==> src/tscb_pkg.sv <==
// Constants and types for the test signal configuration bank
// Functional notes
// - Bit-pick field selects one bit of the chosen test bus onto card link pin
// - Reorder bit maps test bus bits 4,3,2,6,5,0 onto parallel pins
// - PRBS9 bit enables the 9-bit pseudo-random generator as transmit source
// - PRBS15 bit enables the 15-bit pseudo-random generator as transmit source
// - An enabled sequence starts transmitting only after the send command
// - Group-pick field chooses which internal test bus is observable
// - UART line enable at zero disables both auxiliary UART lines
// - Driver enable bit n turns on output driver of parallel pin n
// - With SPI host active only parallel pins 1 to 4 may drive
// - With UART host and its lines enabled only pins 1 to 4 drive
// - Pin-enable register resets to 80h
// - Test-selection register resets to 00h
// - Register at 30h has no function, reads zero
// - In GPIO mode enabled pins drive the matching pin value bits
package tscb_pkg;

  localparam int unsigned ADDR_W  = 8;
  localparam int unsigned DATA_W  = 32;
  localparam int unsigned TBUS_W  = 8;
  localparam int unsigned TBUS_N  = 32;

  // Register indices; byte address is four times the index
  localparam logic [5:0] IDX_RSVD    = 6'h30;
  localparam logic [5:0] IDX_SEL1    = 6'h31;
  localparam logic [5:0] IDX_SEL2    = 6'h32;
  localparam logic [5:0] IDX_PINEN   = 6'h33;
  localparam logic [5:0] IDX_PINVAL  = 6'h34;
  localparam logic [5:0] IDX_HOSTCTL = 6'h3C;

  localparam logic [7:0] RST_SEL1    = 8'h00;
  localparam logic [7:0] RST_SEL2    = 8'h00;
  localparam logic [7:0] RST_PINEN   = 8'h80;
  localparam logic [7:0] RST_PINVAL  = 8'h00;
  localparam logic [7:0] RST_HOSTCTL = 8'h00;

  // Field positions
  localparam int unsigned SEL2_REORDER = 7;
  localparam int unsigned SEL2_PRBS9   = 6;
  localparam int unsigned SEL2_PRBS15  = 5;
  localparam int unsigned PINEN_UART   = 7;
  localparam int unsigned PINVAL_GPIO  = 7;
  localparam int unsigned HOST_SEND    = 0;
  localparam int unsigned HOST_MODE_LO = 1;
  localparam int unsigned HOST_BUSY    = 7;

  // Highest pin usable while a serial host owns the upper pins
  localparam int unsigned LIMITED_PIN_MAX = 4;

  // Feedback taps, counted from bit zero
  localparam int unsigned PRBS9_TAP_A  = 8;
  localparam int unsigned PRBS9_TAP_B  = 4;
  localparam int unsigned PRBS15_TAP_A = 14;
  localparam int unsigned PRBS15_TAP_B = 13;
  localparam logic [14:0] PRBS_SEED    = 15'h7FFF;

  localparam logic [1:0] RESP_OKAY   = 2'h0;
  localparam logic [1:0] RESP_SLVERR = 2'h2;

  typedef enum logic [1:0] {
    HOST_I2C  = 2'h0,
    HOST_SPI  = 2'h1,
    HOST_UART = 2'h2
  } tscb_host_t;

  typedef enum logic {
    WR_COLLECT = 1'b0,
    WR_RESP    = 1'b1
  } tscb_wr_t;

  typedef enum logic {
    RD_IDLE = 1'b0,
    RD_RESP = 1'b1
  } tscb_rd_t;

endpackage

==> src/tscb_prbs.sv <==
// Pseudo-random bit sequence generator, 9 or 15 bit, one bit per clock
`timescale 1ns/1ps
module tscb_prbs
  import tscb_pkg::*;
(
  input  wire logic aclk,
  input  wire logic aresetn,
  input  wire logic prbs9_en,
  input  wire logic prbs15_en,
  input  wire logic send,
  output logic      tx_bit,
  output logic      tx_valid
);

  typedef struct packed {
    logic [14:0] lfsr;
    logic        active;
    logic        bit_q;
  } tscb_prbs_st_t;

  localparam tscb_prbs_st_t RST_ST = '{lfsr: PRBS_SEED, active: 1'b0,
                                       bit_q: 1'b0};

  tscb_prbs_st_t q;
  tscb_prbs_st_t d;
  logic          fb;

  always_comb begin
    d  = q;
    fb = 1'b0;
    if (!(prbs9_en || prbs15_en)) begin
      // Leaving both modes rewinds so the next run is repeatable
      d.active = 1'b0;
      d.lfsr   = PRBS_SEED;
    end else if (send) begin
      d.active = 1'b1;
    end
    if (q.active) begin
      // Both enables set is undefined; the shorter sequence wins
      if (prbs9_en) begin
        fb      = q.lfsr[PRBS9_TAP_A] ^ q.lfsr[PRBS9_TAP_B];
        d.bit_q = q.lfsr[PRBS9_TAP_A];
        d.lfsr  = {6'h00, q.lfsr[7:0], fb};
      end else begin
        fb      = q.lfsr[PRBS15_TAP_A] ^ q.lfsr[PRBS15_TAP_B];
        d.bit_q = q.lfsr[PRBS15_TAP_A];
        d.lfsr  = {q.lfsr[13:0], fb};
      end
    end
  end

  always_ff @(posedge aclk) begin
    if (!aresetn) begin
      q <= RST_ST;
    end else begin
      q <= d;
    end
  end

  assign tx_bit   = q.bit_q;
  assign tx_valid = q.active;

endmodule // tscb_prbs

==> src/tscb_top.sv <==
// Test signal configuration bank with AXI4-Lite register access
//
// Design decision made here: register access over AXI4-Lite.
`timescale 1ns/1ps
module tscb_top
  import tscb_pkg::*;
(
  input  wire logic                      aclk,
  input  wire logic                      aresetn,
  input  wire logic [ADDR_W-1:0]         s_axi_awaddr,
  input  wire logic                      s_axi_awvalid,
  output logic                           s_axi_awready,
  input  wire logic [DATA_W-1:0]         s_axi_wdata,
  input  wire logic [DATA_W/8-1:0]       s_axi_wstrb,
  input  wire logic                      s_axi_wvalid,
  output logic                           s_axi_wready,
  output logic [1:0]                     s_axi_bresp,
  output logic                           s_axi_bvalid,
  input  wire logic                      s_axi_bready,
  input  wire logic [ADDR_W-1:0]         s_axi_araddr,
  input  wire logic                      s_axi_arvalid,
  output logic                           s_axi_arready,
  output logic [DATA_W-1:0]              s_axi_rdata,
  output logic [1:0]                     s_axi_rresp,
  output logic                           s_axi_rvalid,
  input  wire logic                      s_axi_rready,
  input  wire logic [TBUS_N*TBUS_W-1:0]  test_bus_groups,
  output logic                           card_link_out_pin,
  input  wire logic [6:1]                parallel_port_pins_i,
  output logic [6:1]                     parallel_port_pins_o,
  output logic [6:1]                     parallel_port_pins_oe,
  input  wire logic                      uart_extra_src,
  input  wire logic                      uart_request_src,
  output logic                           uart_extra_out_line,
  output logic                           uart_request_line,
  output logic                           uart_lines_oe,
  output logic                           prbs_tx_bit,
  output logic                           prbs_tx_valid
);

  ////////////////////////////////////////////////////////////////////////////
  // State

  typedef struct packed {
    // Write channel
    tscb_wr_t   wst;
    logic       aw_have;
    logic       w_have;
    logic [5:0] waddr;
    logic [7:0] wdata;
    logic       wstrb0;
    logic [1:0] bresp;
    // Read channel
    tscb_rd_t   rst;
    logic [7:0] rdata;
    logic [1:0] rresp;
    // Software-visible fields
    logic [2:0] bit_pick;
    logic [7:0] sel2;
    logic       uart_en;
    logic [6:1] pin_en;
    logic       gpio;
    logic [6:1] pin_val;
    tscb_host_t host;
    logic       send;
    // Output flops and pin synchroniser
    logic       card_out;
    logic [6:1] pin_o;
    logic [6:1] pin_oe;
    logic [6:1] pin_s1;
    logic [6:1] pin_s2;
    logic       uart_extra;
    logic       uart_req;
    logic       uart_oe;
  } tscb_st_t;

  localparam tscb_st_t RST_ST = '{
    wst:        WR_COLLECT,
    aw_have:    1'b0,
    w_have:     1'b0,
    waddr:      6'h00,
    wdata:      8'h00,
    wstrb0:     1'b0,
    bresp:      RESP_OKAY,
    rst:        RD_IDLE,
    rdata:      8'h00,
    rresp:      RESP_OKAY,
    bit_pick:   RST_SEL1[2:0],
    sel2:       RST_SEL2,
    uart_en:    RST_PINEN[PINEN_UART],
    pin_en:     RST_PINEN[6:1],
    gpio:       RST_PINVAL[PINVAL_GPIO],
    pin_val:    RST_PINVAL[6:1],
    host:       tscb_host_t'(RST_HOSTCTL[2:1]),
    send:       1'b0,
    card_out:   1'b0,
    pin_o:      6'h00,
    pin_oe:     6'h00,
    pin_s1:     6'h00,
    pin_s2:     6'h00,
    uart_extra: 1'b0,
    uart_req:   1'b0,
    uart_oe:    1'b0
  };

  tscb_st_t           q;
  tscb_st_t           d;
  logic               aw_fire;
  logic               w_fire;
  logic [TBUS_W-1:0]  grp;
  logic               prbs_busy;

  ////////////////////////////////////////////////////////////////////////////
  // Helpers

  // Registers are one word apart, so the two low address bits are ignored
  function automatic logic [5:0] word_index(input logic [ADDR_W-1:0] addr);
    word_index = addr[7:2];
  endfunction

  // Unmapped indices answer with an error response
  function automatic logic is_mapped(input logic [5:0] idx);
    is_mapped = (idx == IDX_RSVD) || (idx == IDX_SEL1) ||
                (idx == IDX_SEL2) || (idx == IDX_PINEN) ||
                (idx == IDX_PINVAL) || (idx == IDX_HOSTCTL);
  endfunction

  // Pin n may drive unless a serial host has claimed the upper pins
  function automatic logic pin_allowed(input int unsigned n,
                                       input tscb_host_t h,
                                       input logic uart_en);
    logic limited;
    limited = (h == HOST_SPI) || ((h == HOST_UART) && uart_en);
    pin_allowed = !limited || (n <= LIMITED_PIN_MAX);
  endfunction

  // Reordered view: pins 6..1 carry bus bits 4,3,2,6,5,0
  function automatic logic flip_bit(input logic [TBUS_W-1:0] b,
                                    input int unsigned n);
    case (n)
      6:       flip_bit = b[4];
      5:       flip_bit = b[3];
      4:       flip_bit = b[2];
      3:       flip_bit = b[6];
      2:       flip_bit = b[5];
      default: flip_bit = b[0];
    endcase
  endfunction

  // GPIO mode takes the pin over from the test bus entirely
  function automatic logic pin_source(input int unsigned       n,
                                      input logic              gpio,
                                      input logic              reorder,
                                      input logic [6:1]        val,
                                      input logic [TBUS_W-1:0] b);
    if (gpio) begin
      pin_source = val[n];
    end else if (reorder) begin
      pin_source = flip_bit(b, n);
    end else begin
      pin_source = b[n];
    end
  endfunction

  ////////////////////////////////////////////////////////////////////////////
  // Sequence generator

  tscb_prbs u_prbs (
    .aclk      (aclk),
    .aresetn   (aresetn),
    .prbs9_en  (q.sel2[SEL2_PRBS9]),
    .prbs15_en (q.sel2[SEL2_PRBS15]),
    .send      (q.send),
    .tx_bit    (prbs_tx_bit),
    .tx_valid  (prbs_busy)
  );

  ////////////////////////////////////////////////////////////////////////////
  // Next state

  assign s_axi_awready = (q.wst == WR_COLLECT) && !q.aw_have;
  assign s_axi_wready  = (q.wst == WR_COLLECT) && !q.w_have;
  assign aw_fire       = s_axi_awvalid && s_axi_awready;
  assign w_fire        = s_axi_wvalid && s_axi_wready;
  // Plain mux: the test bus groups run on this clock
  assign grp = test_bus_groups[32'(q.sel2[4:0]) * TBUS_W +: TBUS_W];

  always_comb begin
    d        = q;
    d.send   = 1'b0;
    d.pin_s1 = parallel_port_pins_i;
    d.pin_s2 = q.pin_s1;

    // AW and W may come in either order; the store waits for both
    unique case (q.wst)
      WR_COLLECT: begin
        if (aw_fire) begin
          d.aw_have = 1'b1;
          d.waddr   = word_index(s_axi_awaddr);
        end
        if (w_fire) begin
          d.w_have = 1'b1;
          d.wdata  = s_axi_wdata[7:0];
          d.wstrb0 = s_axi_wstrb[0];
        end
        if (d.aw_have && d.w_have) begin
          d.aw_have = 1'b0;
          d.w_have  = 1'b0;
          d.wst     = WR_RESP;
          d.bresp   = is_mapped(d.waddr) ? RESP_OKAY : RESP_SLVERR;
          // Only the low byte lane holds register bits
          if (d.wstrb0) begin
            unique case (d.waddr)
              IDX_SEL1: d.bit_pick = d.wdata[2:0];
              IDX_SEL2: d.sel2 = d.wdata;
              IDX_PINEN: begin
                d.uart_en = d.wdata[PINEN_UART];
                d.pin_en  = d.wdata[6:1];
              end
              IDX_PINVAL: begin
                d.gpio    = d.wdata[PINVAL_GPIO];
                d.pin_val = d.wdata[6:1];
              end
              IDX_HOSTCTL: begin
                d.host = tscb_host_t'(d.wdata[HOST_MODE_LO +: 2]);
                d.send = d.wdata[HOST_SEND];
              end
              default: d.send = 1'b0;
            endcase
          end
        end
      end
      WR_RESP: begin
        if (s_axi_bready) begin
          d.wst = WR_COLLECT;
        end
      end
    endcase

    // Read data is captured when the address is taken
    unique case (q.rst)
      RD_IDLE: begin
        if (s_axi_arvalid) begin
          d.rst   = RD_RESP;
          d.rresp = is_mapped(word_index(s_axi_araddr)) ?
                    RESP_OKAY : RESP_SLVERR;
          unique case (word_index(s_axi_araddr))
            IDX_SEL1:    d.rdata = {5'h00, q.bit_pick};
            IDX_SEL2:    d.rdata = q.sel2;
            IDX_PINEN:   d.rdata = {q.uart_en, q.pin_en, 1'b0};
            IDX_PINVAL:  d.rdata = {q.gpio,
                                    q.gpio ? q.pin_s2 : q.pin_val, 1'b0};
            IDX_HOSTCTL: d.rdata = {prbs_busy, 4'h0, q.host, 1'b0};
            default:     d.rdata = 8'h00;
          endcase
        end
      end
      RD_RESP: begin
        if (s_axi_rready) begin
          d.rst = RD_IDLE;
        end
      end
    endcase

    // Outputs follow the settings one clock later
    d.card_out = grp[q.bit_pick];
    for (int unsigned n = 1; n <= 6; n++) begin
      d.pin_o[n]  = pin_source(n, q.gpio, q.sel2[SEL2_REORDER], q.pin_val,
                               grp);
      d.pin_oe[n] = q.pin_en[n] && pin_allowed(n, q.host, q.uart_en);
    end
    // Gated rather than muxed, so a disabled line idles low
    d.uart_oe    = q.uart_en;
    d.uart_extra = q.uart_en && uart_extra_src;
    d.uart_req   = q.uart_en && uart_request_src;
  end

  ////////////////////////////////////////////////////////////////////////////
  // Registers

  always_ff @(posedge aclk) begin
    if (!aresetn) begin
      q <= RST_ST;
    end else begin
      q <= d;
    end
  end

  ////////////////////////////////////////////////////////////////////////////
  // Outputs

  assign s_axi_bvalid          = (q.wst == WR_RESP);
  assign s_axi_bresp           = q.bresp;
  assign s_axi_arready         = (q.rst == RD_IDLE);
  assign s_axi_rvalid          = (q.rst == RD_RESP);
  assign s_axi_rresp           = q.rresp;
  assign s_axi_rdata           = {24'h000000, q.rdata};
  assign card_link_out_pin     = q.card_out;
  assign parallel_port_pins_o  = q.pin_o;
  assign parallel_port_pins_oe = q.pin_oe;
  assign uart_extra_out_line   = q.uart_extra;
  assign uart_request_line     = q.uart_req;
  assign uart_lines_oe         = q.uart_oe;
  assign prbs_tx_valid         = prbs_busy;

endmodule // tscb_top

==> config.mk <==
export PLATFORM = sky130hd
export DESIGN_NAME = tscb_top
export DESIGN_NICKNAME = d
export VERILOG_FILES = /design/src/tscb_pkg.sv /design/src/tscb_prbs.sv /design/src/tscb_top.sv
export SDC_FILE = /design/constraint.sdc
export NUM_CORES = 1
export LEC_CHECK = 0
export BUFFER_PORTS_ARGS = -buffer_cell sky130_fd_sc_hd__buf_2
export CORE_AREA = 2 2 148 150
export CTS_BUF_LIST = sky130_fd_sc_hd__clkbuf_16
export DETAILED_ROUTE_END_ITERATION = 7
export DIE_AREA = 0 0 150 152
export HOLD_SLACK_MARGIN = 0.1
export PLACE_DENSITY = 0.62
export SETUP_SLACK_MARGIN = 0.2
export SLEW_MARGIN = 20
export SYNTH_ARGS = -nofsm -noshare
export SYNTH_HDL_FRONTEND = slang
export SYNTH_SLANG_ARGS = --single-unit
export TNS_END_PERCENT = 20
==> constraint.sdc <==
create_clock -name aclk -period 6.3 [get_ports aclk]
set_input_delay 1.89 -clock aclk [delete_from_list [all_inputs] [get_ports aclk]]
set_output_delay 1.89 -clock aclk [all_outputs]
set_load 0.03 [all_outputs]
==> impl_metrics.csv, run 1 <==
group,metric,value,unit
status,status,"complete, no violations",
floorplan,start_util,0.316,
worst_setup_path,r2r-start,"q[45]",
timing,setup_viol,0,
worst_setup_path,crit_cells,8,
place,dp_hpwl,19000,um
clocking,h-tree-depth,3,
worst_setup_path,crit_path_start,"s_axi_awvalid",
global_route,antenna_found_initial,4,
detailed_routing,wl,23700,um
clocking,clock-sinks,102,
detailed_routing,via_per_inst,5.02,
pwr,p_per_area,173,nW/um^2
place,place_inst,1253,
synthesis,synth_edf_count,0,
hold_path,hp-class,"reg2reg",
synthesis,synthFlopType,"dfxtp_1",
worst_setup_path,cp_top_family,"simple AND/OR/NAND/NOR gates",
synthesis,avgSynthCellArea,9.43,sq um
timing,skew,0.00634,ns
floorplan,die_width,150,um
final_layout,layout.nets,1307,
timing,period_share,0.550,
worst_setup_path,slowest_delay,0.51,ns
detailed_routing,antenna_left,0,
clocking,root_buffer,"clkbuf_16",
clocking,cts_buffer_depth,2,
run,cap_violations,0,
place,gp_congestion,0.867,
synthesis,yosys_warnings,0,
worst_setup_path,cpMaxStageDelayCell,"or3b_1",
global_route,gr-usage-all-layers,0.204,
final_layout,area_delta_synth_final,26.8,%
place,placed_area,8260,sq um
synthesis,synth_cell_type_count,62,
final_layout,final_common_cell,"buf_2",
clocking,postCtsSetupBuffers,0,
synthesis,syn_area,6750,sq um
detailed_routing,drc,0,
floorplan,die_h,152,um
worst_setup_path,worstSetupPathType,"in2reg",
clocking,clk_pin_slew,0.07,ns
synthesis,netlist_instances,716,
global_route,grt_pass1_wl,35600,um
timing,holdWs,0.428,ns
detailed_routing,routedWlPerCell,18.6,um
worst_setup_path,cp.required,6.51,ns
clocking,ctsHoldBuffers,0,
timing,fmax,289,MHz
clocking,cts_tree,"done",
synthesis,async_reset_ff_frac,0,
timing,finalHoldViolations,0,
detailed_routing,firstDrtPassIters,5,
worst_setup_path,critPathMaxFanout,13,
clocking,cts.repair.resized,0,
pwr,ir_drop,0.000124,V
worst_setup_path,timing.rr.end,"parallel_port_pins_o[1]",
pwr,total_leakage_power,3.64,nW
final_layout,fill_cells,2156,
timing,max_slew_margin,0.275,
synthesis,ys_ff_latch,102,
synthesis,synth-seq-area-share,0.303,
final_layout,finalNonFillerCells,1271,
floorplan,die_area,22800,sq um
timing,period_minus_slack,3.46,ns
place,port_buffers,324,
global_route,overflow,0,
timing,drv_slew,0,
worst_setup_path,critPathCapture,"q[46]",
worst_setup_path,reg2regPathDepth,8,
detailed_routing,vias,6386,
clocking,cts_buffers,9,
worst_setup_path,cp-start-kind,"primary input",
worst_setup_path,cp_common_cell,"nor2_1",
floorplan,rows,54,
timing,worstMarginPinSlew,1.08,ns
final_layout,fin_area,8560,sq um
global_route,grt_max_degree,74,
timing,fin_tns_setup,0,ns
timing,grt_setup_unrepaired,"no",
worst_setup_path,critPathArrivalTime,3.68,ns
floorplan,io_pins,382,
worst_setup_path,path_cells,"buf_2 > or3b_1 > and3_1 > o211ai_2 > nor2_1 > o21ai_2 > mux2i_1 > nor2_1",
clocking,clk_latency,0.35,ns
detailed_routing,drt_iter0_markers,355,
worst_setup_path,crit_path_end_kind,"register",
worst_setup_path,cp.buffers_inverters,1,
worst_setup_path,reg2reg_slack,3.12,ns
global_route,grt_pass1_vias,6120,
final_layout,post_route_cells_drive_above_1_share,0.405,
floorplan,design.core.area,21400,sq um
final_layout,final_cell_mix,"buf_2, dfxtp_1, mux2i_1, nor2_1, nand2_1",
synth_stat cells (all sizes together) (2+ instances only):
cell,count,share of area
o211ai,10,0.012
mux4,39,0.14
a31oi,2,0.0019
or3b,2,0.0026
nor3b,7,0.0078
mux2,13,0.022
and2,27,0.025
dfxtp,102,0.30
o22ai,7,0.0065
o2111ai,2,0.0026
nor2,66,0.037
o211a,2,0.0030
mux2i,91,0.13
and3,5,0.0046
nand3,9,0.0067
nor2b,28,0.026
a221oi,10,0.013
a211oi,11,0.012
nand4,2,0.0019
a32oi,3,0.0039
inv,12,0.0067
buf,72,0.078
a22oi,33,0.037
nand2,44,0.025
nor3,13,0.0096
clkbuf,28,0.016
a21boi,5,0.0056
a21oi,18,0.013
o21ai,34,0.026
nor4,2,0.0019
per-layer routing:
metal | wire length [um] | part of all wire | vias up | global-route usage
met5 | 13 | 0.00055 | - | 0
met4 | 453 | 0.019 | 2 | 0.0463
met3 | 1860 | 0.078 | 26 | 0.0432
met2 | 10800 | 0.46 | 293 | 0.327
met1 | 10600 | 0.45 | 2965 | 0.283
li1 | - | - | 3100 | -
state kept, by name, indices dropped and copies added (netlist names), 6 cells and up:
name and flops:
s_axi_rdata 8, parallel_port_pins_o 6, d 11, q 46, u_prbs.q 15, parallel_port_pins_oe 6
cells by family after synthesis:
group	share of synthesized area
AND/OR/NAND/NOR	0.155
AO/OA/AOI/OAI	0.147
multiplexers	0.292
buffers and inverters	0.100
flip-flops	0.303
XOR/XNOR	0.00260
other	0.000556
area by class of cell:
| class | count | area, sq um | share of cell area |
|---|---|---|---|
| multi-input cells | 527 | 4120 | 0.482 |
| flip-flops and latches | 102 | 2050 | 0.239 |
| repair buffers | 332 | 1690 | 0.198 |
| well taps | 280 | 350 | 0.0409 |
| clock buffers | 10 | 250 | 0.0292 |
| inverters | 12 | 45.0 | 0.00526 |
| clock inverters | 6 | 42.5 | 0.00497 |
| diodes | 2 | 5.00 | 0.000585 |
worst min-delay path by stage:
stage                     start  cells after the start   end
after floorplan            d[3]                      1  q[3]
after global placement     d[4]                      1  q[4]
after detailed placement   d[4]                      1  q[4]
after CTS                  d[4]                      1  q[4]
after global routing       d[4]                      1  q[4]
final                      d[6]                      1  q[6]
stage by stage:
step | utilization | worst slack (ns) | total power [mW]
floorplan | - | 2.81 | 0.839
global placement | 0.387 | 2.49 | 0.952
detailed placement | 0.387 | 2.47 | 0.954
CTS | 0.401 | 2.84 | 1.49
global route | 0.401 | 2.70 | 1.54
finish | 0.401 | 2.84 | 1.48
report_power, final:
part	internal (mW)	total, mW	switching (mW)
logic	0.129	0.269	0.140
clock network	0.293	0.539	0.246
registers	0.662	0.670	0.00887
No activity file was read; power rests on OpenSTA's default activity.
==> inputs of run 2 (changes only) <==
==> constraint.sdc (replaced) <==
create_clock -name aclk -period 3.35 [get_ports aclk]
set_input_delay 1.005 -clock aclk [delete_from_list [all_inputs] [get_ports aclk]]
set_output_delay 1.005 -clock aclk [all_outputs]
set_load 0.03 [all_outputs]
==> impl_metrics.csv, run 2 (synthesis results as in run 1) <==
group,metric,value,unit
final_layout,largest_reg_flops,46,
place,gp_congestion,0.866,
clocking,cts_buffer_depth,2,
global_route,grt_max_degree,35,
global_route,gr-usage-all-layers,0.206,
final_layout,layout.nets,1317,
hold_path,hp-class,"reg2reg",
final_layout,final_cell_mix,"buf_2, dfxtp_1, mux2i_1, nor2_1, nand2_1",
global_route,grt_pass1_wl,35700,um
global_route,overflow,0,
timing,setup_ws,0.562,ns
pwr,p_per_area,319,nW/um^2
timing,holdWs,0.433,ns
clocking,cts.repair.resized,0,
timing,skew,0.00751,ns
pwr,power,2.75,mW
worst_setup_path,cp.required,3.59,ns
worst_setup_path,critPathMaxFanout,34,
timing,period_share,0.832,
timing,period_minus_slack,2.79,ns
detailed_routing,drt_iter0_markers,338,
worst_setup_path,cp-start-kind,"register",
detailed_routing,drc,0,
timing,drv_slew,0,
floorplan,design.core.area,21400,sq um
worst_setup_path,worstSetupPathType,"reg2reg",
floorplan,die_h,152,um
final_layout,regMostFlops,"q",
worst_setup_path,crit_path_end_kind,"register",
clocking,cts_tree,"done",
floorplan,die_area,22800,sq um
floorplan,rows,54,
worst_setup_path,critPathArrivalTime,3.03,ns
timing,grt_setup_unrepaired,"no",
clocking,clock-sinks,102,
pwr,ir_drop,0.000237,V
clocking,ctsHoldBuffers,0,
place,dp_hpwl,19600,um
detailed_routing,via_per_inst,5.01,
timing,fmax,359,MHz
clocking,clk_latency,0.35,ns
clocking,postCtsSetupBuffers,0,
detailed_routing,firstDrtPassIters,5,
clocking,cts_buffers,9,
status,status,"complete, no violations",
place,port_buffers,324,
place,place_ws,0.376,ns
timing,finalHoldViolations,0,
timing,max_slew_margin,0.246,
pwr,total_leakage_power,3.69,nW
timing,fin_tns_setup,0,ns
final_layout,area_delta_synth_final,27.8,%
run,cap_violations,0,
floorplan,die_width,150,um
detailed_routing,routedWlPerCell,18.8,um
detailed_routing,antenna_left,0,
timing,worstMarginPinSlew,1.13,ns
final_layout,final_common_cell,"buf_2",
floorplan,start_util,0.316,
detailed_routing,vias,6434,
clocking,h-tree-depth,3,
final_layout,post_route_cells_drive_above_1_share,0.412,
floorplan,io_pins,382,
clocking,root_buffer,"clkbuf_16",
global_route,grt_pass1_vias,6275,
detailed_routing,wl,24100,um
timing,setup_viol,0,
global_route,antenna_found_initial,6,
clocking,clk_pin_slew,0.07,ns
run 2: cell type report:
type,instances,area (sq um)
Fill cell,2169,12700
Multi-Input combinational cell,527,4120
Sequential cell,102,2050
Timing Repair Buffer,342,1770
Tap cell,280,350
Clock buffer,9,225
Clock inverter,7,48.8
Inverter,12,45.0
Antenna cell,5,12.5
run 2: power breakdown:
| part | switching, mW | internal, mW |
|---|---|---|
| clock | 0.470 | 0.506 |
| combinational | 0.270 | 0.244 |
| sequential | 0.0167 | 1.24 |
run 2: metal layers:
layer,wire length (um),vias to the layer above,share of wire,global-route usage
met1,10600,2995,0.44,0.272
met5,16,-,0.00066,0
met3,1840,32,0.076,0.0495
met2,11100,279,0.46,0.331
li1,-,3126,-,-
met4,617,2,0.026,0.0638
run 2: final timing paths:
| path | startpoint | end | slack, ns | depth (start not counted) |
|---|---|---|---|---|
| setup reg to reg | q[45] | card_link_out_pin | 0.56 | 8 |
| hold / removal | d[8] | q[8] | 0.43 | 1 |
| hold reg to reg | d[8] | q[8] | 0.43 | 1 |
| setup / recovery | q[45] | card_link_out_pin | 0.56 | 8 |
run 2: worst max-delay path, stage by stage, from the launching register on:
cell	delay, ns
dfxtp_2	0.46
buf_12	0.29
nor2b_1	0.61
a22oi_1	0.18
nand3_1	0.13
o21ai_0	0.11
o21ai_1	0.41
o221ai_1	0.20
o31a_1	0.26
run 2: stage by stage:
stage	instances	util	cell area, sq um
2_1_floorplan	741	-	6840
3_3_place_gp	1263	0.390	8340
3_5_place_dp	1263	0.390	8340
4_1_cts	1279	0.403	8610
5_1_grt	1283	0.404	8620
6_report	1284	0.404	8620
